<file path="src/rmc_regs.vh">
// command codes, frame sizes and field layout for the register move interpreter
//
// Operation
// RULE1 - absolute register moves take target position from named user data register
// RULE2 - relative register moves take distance from named user data register
// RULE3 - timed absolute register move is command 178 (0xB2), 9 words, thread 1
// RULE4 - velocity absolute register move is command 160 (0xA0), 9 words, thread 1
// RULE5 - timed relative register move is command 179 (0xB3), 9 words, thread 1
// RULE6 - velocity relative register move is command 161 (0xA1), 9 words, thread 1
// RULE7 - host gives accel time 0..65534 and total time 2..2147483647 ticks
// RULE8 - host gives accel 1..1073741823, velocity 0..2147483647, ratio under 7.86 s
// RULE9 - stop enable and stop state words follow the profile values
// RULE10 - accepted register move answered by bare acknowledge, no payload
`ifndef RMC_REGS_VH
`define RMC_REGS_VH
`define RMC_CMD_ABS_TIMED 8'hB2
`define RMC_CMD_ABS_VEL 8'hA0
`define RMC_CMD_REL_TIMED 8'hB3
`define RMC_CMD_REL_VEL 8'hA1
`define RMC_FRAME_WORDS 4'h9
`define RMC_THREAD 2'h1
`define RMC_ACC_TIME_MAX 32'h0000FFFE
`define RMC_TOTAL_TIME_MIN 32'h00000002
`define RMC_TOTAL_TIME_MAX 32'h7FFFFFFF
`define RMC_ACC_MIN 32'h00000001
`define RMC_ACC_MAX 32'h3FFFFFFF
`define RMC_VEL_MAX 32'h7FFFFFFF
`define RMC_RATIO_TICKS 32'h0000FFFE
`define RMC_ANS_ACK 2'h1
`define RMC_ANS_NAK 2'h2
`endif

</file>
<file path="src/rmc_check.v">
// parameter range check for one register move frame
`timescale 1ns/1ps
`include "rmc_regs.vh"
module rmc_check (
  input wire timed_in,
  input wire [31:0] p1_in,
  input wire [31:0] p2_in,
  output wire ok_out
);
  wire timed_ok;
  wire vel_ok;
  wire [63:0] acc_scaled;
  // ratio check: velocity must be below accel times the ramp limit
  // both operands widened first so the product keeps all 64 bits on purpose
  assign acc_scaled = {32'h00000000, p1_in} * {32'h00000000, `RMC_RATIO_TICKS};
  assign timed_ok = (p1_in <= `RMC_ACC_TIME_MAX) && (p2_in >= `RMC_TOTAL_TIME_MIN) &&
                    (p2_in <= `RMC_TOTAL_TIME_MAX); // [RULE7]
  assign vel_ok = (p1_in >= `RMC_ACC_MIN) && (p1_in <= `RMC_ACC_MAX) &&
                  (p2_in <= `RMC_VEL_MAX) && ({32'h0, p2_in} < acc_scaled); // [RULE8]
  assign ok_out = timed_in ? timed_ok : vel_ok;
endmodule

</file>
<file path="src/rmc_top.v">
// register sourced move command interpreter: frame capture, check, dispatch
`timescale 1ns/1ps
`include "rmc_regs.vh"
module rmc_top #(
  parameter REG_AW = 8
) (
  input wire clk_sys_in,
  input wire reset_in,
  input wire word_valid_in,
  input wire [15:0] word_in,
  input wire frame_start_in,
  output reg udr_rd_out,
  output reg [REG_AW-1:0] udr_addr_out,
  input wire udr_ack_in,
  input wire [31:0] udr_data_in,
  output reg move_valid_out,
  output reg move_rel_out,
  output reg move_timed_out,
  output reg [1:0] move_thread_out,
  output reg [31:0] move_target_out,
  output reg [31:0] move_p1_out,
  output reg [31:0] move_p2_out,
  output reg [15:0] move_stop_en_out,
  output reg [15:0] move_stop_st_out,
  output reg ans_valid_out,
  output reg [1:0] ans_code_out
);
  localparam ST_IDLE = 2'h0;
  localparam ST_COLLECT = 2'h1;
  localparam ST_FETCH = 2'h2;
  localparam ST_ANSWER = 2'h3;

  reg [1:0] state_q;
  reg [3:0] cnt_q;
  reg [15:0] words_q [0:8];
  reg ok_q;
  wire capture_w;
  wire restart_w;
  wire [3:0] slot_w;
  wire accept_w;
  wire [7:0] cmd_w;
  wire [31:0] p0_w;
  wire [31:0] p1_w;
  wire [31:0] p2_w;
  wire timed_w;
  wire rel_w;
  wire chk_ok;

  // recognised codes for this block
  function is_reg_move;
    input [7:0] c;
    begin
      is_reg_move = (c == `RMC_CMD_ABS_TIMED) || (c == `RMC_CMD_ABS_VEL) ||
                    (c == `RMC_CMD_REL_TIMED) || (c == `RMC_CMD_REL_VEL); // [RULE3] [RULE4] [RULE5] [RULE6]
    end
  endfunction

  // time based profile: accel time and total time instead of accel and velocity
  function is_timed;
    input [7:0] c;
    begin
      is_timed = (c == `RMC_CMD_ABS_TIMED) || (c == `RMC_CMD_REL_TIMED); // [RULE3] [RULE5]
    end
  endfunction

  // relative moves carry a distance, absolute moves a target position
  function is_rel;
    input [7:0] c;
    begin
      is_rel = (c == `RMC_CMD_REL_TIMED) || (c == `RMC_CMD_REL_VEL); // [RULE5] [RULE6]
    end
  endfunction

  // word 0 holds the command, then 32-bit params high word first
  assign cmd_w = words_q[0][7:0];
  assign p0_w = {words_q[1], words_q[2]};
  assign p1_w = {words_q[3], words_q[4]};
  assign p2_w = {words_q[5], words_q[6]};
  assign timed_w = is_timed(cmd_w);
  assign rel_w = is_rel(cmd_w);

  // a frame is only worth a register read when code and profile both pass
  assign accept_w = is_reg_move(cmd_w) && chk_ok;

  rmc_check u_check (
    .timed_in(timed_w),
    .p1_in(p1_w),
    .p2_in(p2_w),
    .ok_out(chk_ok)
  );

  // word slot for capture; a restart mid-collection always lands in word 0,
  // otherwise the new command would sit behind stale words of the dropped frame
  assign capture_w = word_valid_in && (state_q == ST_IDLE || state_q == ST_COLLECT);
  assign restart_w = (state_q == ST_COLLECT) && frame_start_in;
  assign slot_w = restart_w ? 4'h0 : cnt_q;

  // frame storage; sized to the nine-word frame
  integer i;
  always @(posedge clk_sys_in or posedge reset_in) begin
    if (reset_in) begin
      for (i = 0; i < 9; i = i + 1) begin
        words_q[i] <= 16'h0000;
      end
    end else if (capture_w && slot_w < `RMC_FRAME_WORDS) begin
      // words beyond the ninth are dropped; the frame length is fixed
      words_q[slot_w] <= word_in;
    end
  end

  // control sequence: collect, check, fetch register, answer
  always @(posedge clk_sys_in or posedge reset_in) begin
    if (reset_in) begin
      state_q <= ST_IDLE;
      cnt_q <= 4'h0;
      ok_q <= 1'b0;
      udr_rd_out <= 1'b0;
      udr_addr_out <= {REG_AW{1'b0}};
      move_valid_out <= 1'b0;
      move_rel_out <= 1'b0;
      move_timed_out <= 1'b0;
      move_thread_out <= 2'h0;
      move_target_out <= 32'h00000000;
      move_p1_out <= 32'h00000000;
      move_p2_out <= 32'h00000000;
      move_stop_en_out <= 16'h0000;
      move_stop_st_out <= 16'h0000;
      ans_valid_out <= 1'b0;
      ans_code_out <= 2'h0;
    end else begin
      move_valid_out <= 1'b0;
      ans_valid_out <= 1'b0;
      case (state_q)
        ST_IDLE: begin
          if (word_valid_in) begin
            cnt_q <= 4'h1;
            state_q <= ST_COLLECT;
          end
        end
        ST_COLLECT: begin
          if (frame_start_in) begin
            // a new frame mid-collection restarts capture
            cnt_q <= word_valid_in ? 4'h1 : 4'h0;
            state_q <= word_valid_in ? ST_COLLECT : ST_IDLE;
          end else if (cnt_q == `RMC_FRAME_WORDS) begin
            // decision cycle: the whole frame is stored and checked
            ok_q <= accept_w;
            if (accept_w) begin
              // register index from first parameter, low bits only
              udr_addr_out <= p0_w[REG_AW-1:0]; // [RULE1] [RULE2]
              udr_rd_out <= 1'b1;
              state_q <= ST_FETCH;
            end else begin
              state_q <= ST_ANSWER;
            end
          end else if (word_valid_in) begin
            cnt_q <= cnt_q + 4'h1;
          end
        end
        ST_FETCH: begin
          if (udr_ack_in) begin
            udr_rd_out <= 1'b0;
            // register value is absolute target or relative distance
            move_target_out <= udr_data_in; // [RULE1] [RULE2]
            move_rel_out <= rel_w;
            move_timed_out <= timed_w;
            move_thread_out <= `RMC_THREAD;
            move_p1_out <= p1_w;
            move_p2_out <= p2_w;
            move_stop_en_out <= words_q[7]; // [RULE9]
            move_stop_st_out <= words_q[8]; // [RULE9]
            move_valid_out <= 1'b1;
            state_q <= ST_ANSWER;
          end
        end
        ST_ANSWER: begin
          // ack carries no payload; bad params or foreign codes get nak
          ans_valid_out <= 1'b1;
          ans_code_out <= ok_q ? `RMC_ANS_ACK : `RMC_ANS_NAK; // [RULE10]
          cnt_q <= 4'h0;
          state_q <= ST_IDLE;
        end
        default: begin
          state_q <= ST_IDLE;
        end
      endcase
    end
  end
endmodule

</file>
<file path="config.mk">
export PLATFORM = sky130hd
export DESIGN_NAME = rmc_top
export DESIGN_NICKNAME = d
export VERILOG_FILES = /design/src/rmc_check.v /design/src/rmc_top.v
export VERILOG_INCLUDE_DIRS = /design/src /design/src/src
export SDC_FILE = /design/constraint.sdc
export NUM_CORES = 1
export LEC_CHECK = 0
export BUFFER_PORTS_ARGS = -buffer_cell sky130_fd_sc_hd__buf_2
export CAP_MARGIN = 15
export CELL_PAD_IN_SITES_DETAIL_PLACEMENT = 1
export CELL_PAD_IN_SITES_GLOBAL_PLACEMENT = 1
export CORE_ASPECT_RATIO = 0.6
export CORE_UTILIZATION = 30
export CTS_CLUSTER_DIAMETER = 80
export CTS_CLUSTER_SIZE = 25
export DETAILED_ROUTE_END_ITERATION = 7
export GPL_TIMING_DRIVEN = 1
export PLACE_DENSITY = 0.64
export SYNTH_ARGS = -nofsm -noshare
export SYNTH_HDL_FRONTEND = slang
export SYNTH_HIERARCHICAL = 1
export SYNTH_SLANG_ARGS = --single-unit
</file>
<file path="constraint.sdc">
create_clock -name clk_sys_in -period 9.5 [get_ports clk_sys_in]
set_clock_uncertainty 0.2 [all_clocks]
set_input_delay 1.425 -clock clk_sys_in [delete_from_list [all_inputs] [get_ports clk_sys_in]]
set_output_delay 1.425 -clock clk_sys_in [all_outputs]
set_load 0.01 [all_outputs]
</file>
* Word level (Yosys, flattened, before mapping)
Index checks and enable logic that the tools add are counted.
** Word-level totals
- Flip-flop bits (word level) :: 295
- Input port bits :: 53
- Output and inout bits :: 145
** Operators by class
- $add $sub $neg :: 1
- $mul :: 1
- Magnitude comparators :: 9
- Eq/ne operators :: 16
- Multiplexer cells :: 27
- Bitwise logic cells :: 2
- Reduce and logical (&&, ||, !) cells :: 25
** Operators by type and width (count)
- $bwmux W144 :: 1
- $demux W16 S4 :: 1
- $lt A32 B48 Y1 :: 1
- $mul A32 B15 Y47 const B :: 1
- $eq A8 B8 Y1 const B :: 4
- $ge A32 B1 Y1 const B :: 1
- $ge A32 B2 Y1 const B :: 1
- $le A32 B16 Y1 const B :: 1
- $le A32 B30 Y1 const B :: 1
- $le A32 B31 Y1 const B :: 1
- $mux W4 :: 5
- $mux W16 :: 1
- $pmux W4 S3 :: 1
- $mux W1 :: 11
- $logic_and A1 B1 Y1 :: 10
- $mux W2 :: 5
- $ne A2 B2 Y1 const B :: 4
- $pmux W2 S4 :: 1
- $reduce_and A4 Y1 :: 2
- $logic_or A1 B1 Y1 :: 6
- $ne A3 B3 Y1 const B :: 2
- $reduce_and A3 Y1 :: 2
- $ge A5 B5 Y1 const B :: 1
- $lt A5 B1 Y1 const B :: 1
- other kinds (15) :: 16

* Depth between registers and ports, before layout
- Depth after elaboration :: 10
- Mapped depth :: 35
- Gate-level depth less buffers :: 34

* By module
The synthesis kept the hierarchy.
** Modules (own cells, without submodules)
- rmc_check :: times used 1, cells an instance 1152, area an instance 10749.1 µm²
- rmc_top :: times used 1, cells an instance 878, area an instance 10017.1 µm²

* Worst setup path after synthesis
Ideal clock, no wire load.
- Kind :: reg-to-reg
- Start point :: register words_q (netlist bit p1_w[4])
- End point :: register udr_addr_out[0]
- Arrival :: 7.819 ns
- Data required time :: 9.175 ns
- Setup slack :: 1.356 ns
- Cell stages (with the launch flop) :: 32
- Clock period less this slack :: 8.144 ns
- Cell sequence :: dfrtp_1 -> inv_1 -> fa_1 -> inv_1 -> fa_1 -> fa_1 -> fa_1 -> fa_1 -> inv_1 -> fa_1 -> inv_1 -> ha_1 -> nand4_1 -> or4_1 -> a2bb2oi_2 -> nand2_1 -> a31oi_1 -> o21ai_0 -> xnor2_1 -> ha_1 -> and4_1 -> a21oi_1 -> nand2_1 -> a221o_1 -> a41oi_1 -> nor4_1 -> nand4_1 -> nor4_1 -> a41oi_1 -> nand4_1 -> nor2_2 -> mux2_2
** Between the ends
- Cells in the longest elaborated chain, start to end :: 7
- Elaborated cells on any way between the ends :: 13
** RTL lines
- start, declared :: RTL line rmc_top.v:35 : reg [15:0] words_q [0:8];
- start signal, assigned by index :: RTL line rmc_top.v:107 : words_q[slot_w] <= word_in;
- branches (longest 4 deep; another with $lt A32 B48 Y1)
- $mux W1 * :: RTL line rmc_check.v:20 : assign ok_out = timed_in ? timed_ok : vel_ok;
- net chk_ok :: RTL line rmc_top.v:47 : wire chk_ok;
- $logic_and A1 B1 Y1 * :: RTL line rmc_top.v:83 : assign accept_w = is_reg_move(cmd_w) && chk_ok;
- $reduce_and A4 Y1 (no line) *
- end signal, assigned :: RTL line rmc_top.v:118 : udr_addr_out <= {REG_AW{1'b0}};
- end signal, assigned :: RTL line rmc_top.v:150 : udr_addr_out <= p0_w[REG_AW-1:0];
- end, declared :: RTL line rmc_top.v:13 : output reg [REG_AW-1:0] udr_addr_out,
Mark *: on every way through the listed nets, which the timed path passes.
A chain may end at the register's enable or synchronous reset.

* Final worst setup path
- Start point :: register words_q (netlist bit p1_w[5])
- End point :: register udr_addr_out[0]
The elaborated chain is that of the path after synthesis.

==> results.toml <==
[clock_network]
clkTransAtPathRegs_ns = 0.10
post_cts_buffers = 0
root_buffer = "clkbuf_16"
cts_tree = "yes"
cts.sinks = 263
cts_hold_buf = 0
insertion_delay_ns = 0.55
htreeDepth = 1
cts_max_path_buffers = 3
cts_inserted_buffers = 18

[timing]
setup_tns_ns = 0
rsz0062_at_grt = "false"
hold_viol = 0
slew_headroom = 0.340
layout_min_cycle_time_ns = 9.10
clock.fmax_mhz = 110
setup_viol = 0
tightest_slew_ns = 0.985
fin_crit_sh = 0.957
slew_viol_final = 0

[worst_setup_path]
r2r_slack_ns = 0.40
slowest_delay_ns = 0.68
cp_max_fo = 10
crit_arrival_ns = 9.34
cp.required_ns = 9.74
crit_path_end_kind = "register"
critPathLaunchType = "register"
slowest_stage = "fa_1"
crit_type = "reg2reg"

[layout]
fill_cells = 7811
layout_commonest_cell = "nand2_1"
final_cell_mix = "438 x nand2_1, 321 x inv_1, 263 x dfrtp_1, 221 x fa_1, 196 x buf_2"
nNetsFinal = 2669
layout-drive-gt1-share = 0.184
synthToLayoutAreaGrowth_pct = 12.7

[yosys]
synth_cells = 2030
yosys_warnings = 6
ys_ff_latch = 263
synth_cell_types = 85
syn_avg_cell_area_um2 = 10.2
ys_seq_area_frac = 0.317
netlist_area_mm2 = 0.0208
synth-edff-count = 0
synth_fp_nets = 2490
async_flop_share = 1.00
synth_flop_cell = "dfrtp_1"

[global_route]
overflow = 0
grt_pass1_vias = 16455
grtUsageTotal = 0.202
grt_pass1_wl_mm = 106
use_met2 = 0.284
use_met1 = 0.315
grt_most_used_layer = "met1"
antenna_found_initial = 11
grtUsageMet3 = 0.0497
grt_max_degree = 159

[die]
ios = 198
dieArea_mm2 = 0.0703
fp-row-count = 74
fp.dieH_um = 206
die-width_um = 342
core-area_mm2 = 0.0682
start_util = 0.304

[run]
maxCapViolCount = 0

[outcome]
status = "finished clean"

[place]
io_buffers = 196
gp_congestion = 0.960
dp_hpwl_mm = 57.5

[routing]
via_per_inst = 4.86
wl_mm = 69.8
drcViolationCount = 0
wl_per_cell_um = 22.3
final_antenna_net_count = 0
dr.first_iter.drc_count = 1111
firstDrtPassIters = 7
vias = 15211

[hold_path]
hold_path.class = "reg2reg"
==> per-layer routing <==
metal,share of wire,vias up
li1,-,6824
met1,0.51,7989
met2,0.41,352
met3,0.066,42
met4,0.0083,4
met5,0.00049,-
==> cell usage after synthesis (3+ instances only) <==
master,n,area share
nand2_1,438,0.079
mux2_2,123,0.067
ha_1,180,0.11
a21o_1,40,0.014
and3_1,6,0.0018
buf_2,7,0.0017
xnor2_1,27,0.011
nand3_1,19,0.0046
inv_1,324,0.059
o21a_1,8,0.0029
mux2i_1,3,0.0014
buf_4,5,0.0018
o221ai_1,4,0.0017
o21ai_0,32,0.0077
o21bai_1,7,0.0025
and4_1,3,0.0013
nor3_1,14,0.0034
clkbuf_8,4,0.0027
nor4_1,12,0.0036
a31oi_1,8,0.0024
a21oi_1,56,0.013
nand2b_1,6,0.0018
clkbuf_1,33,0.0060
o31ai_1,5,0.0018
o21ai_1,3,0.00072
nor2_1,38,0.0069
buf_1,3,0.00054
dfrtp_1,263,0.32
and2_1,5,0.0015
a221oi_1,3,0.0013
nand3_2,3,0.0014
o211ai_1,4,0.0014
xor2_1,27,0.011
fa_1,227,0.22
nand4_1,23,0.0069
a41oi_1,4,0.0017
nor2b_1,6,0.0018
==> area by class of cell <==
class	instances	area, um2	area share
clock buffers	18	450	0.0193
inverters	324	1230	0.0524
clock inverters	9	143	0.00610
multi-input cells	1387	12700	0.543
well taps	912	1140	0.0488
diodes	3	7.51	0.000321
flip-flops and latches	263	6580	0.281
repair buffers	215	1140	0.0486
==> registers in the layout (all words and copies together), names as in the netlist, 2 cells and up, named ones only <==
name	cells
move_p1_out	32
move_p2_out	32
move_target_out	32
p1_w	32
p2_w	32
words_q	32
move_stop_en_out	16
move_stop_st_out	16
cmd_w	8
p0_w	8
udr_addr_out	8
cnt_q	4
ans_code_out	2
==> logic make-up after synthesis <==
family,synth area share
xor+xnor,0.0228
fa+ha+maj,0.327
simple gates,0.123
other cells,0.000181
flops,0.317
buf+inv,0.0730
compound gates,0.0691
mux,0.0681
==> critical path, delay by kind of cell, from the launching register on <==
family	cells	cell delay, ns
AOI/OAI and AO/OA	8	1.77
muxes	1	0.35
xor gates and xnor gates	1	0.16
DFF	1	0.41
adders and majority gates	8	3.97
buffers and inverters	7	0.68
and+or+nand+nor	9	1.47
==> stage by stage <==
stage / setup WS, ns / util / hold WS, ns / area [um2] / std cells
after floorplan: 0.635 / - / 0.233 / 20800 / 2030
after global routing: 0.0262 / 0.343 / 0.295 / 23400 / 3128
after detailed placement: 0.158 / 0.333 / 0.251 / 22800 / 3101
after global placement: 0.326 / 0.333 / 0.244 / 22800 / 3101
final: 0.405 / 0.343 / 0.265 / 23400 / 3131
after CTS: 0.147 / 0.342 / 0.270 / 23300 / 3128
==> path summary, 6_finish.rpt <==
kind | from | endpoint | cells past startpoint
min | words_q[20]$_DFFE_PP0P_ | move_stop_en_out[4]$_DFFE_PP0P_ | 2
max reg2reg | p1_w[5]$_DFFE_PP0P_ | udr_addr_out[0]$_DFFE_PP0P_ | 34
max | p1_w[5]$_DFFE_PP0P_ | udr_addr_out[0]$_DFFE_PP0P_ | 34
max in group asynchronous | reset_in | move_p1_out[6]$_DFFE_PP0P_ | 3
min reg2reg | words_q[20]$_DFFE_PP0P_ | move_stop_en_out[4]$_DFFE_PP0P_ | 2
min in group asynchronous | reset_in | move_stop_en_out[5]$_DFFE_PP0P_ | 2
==> what timing repair did <==
action,4_1_cts,5_1_grt
gates resized for setup,0,18
endpoints found under the setup margin,0,10
hold endpoints to repair,0,0
Power is left out: the tool's default activity adds up to more than one toggle a clock period on the data nets, which glitch-free logic cannot reach.
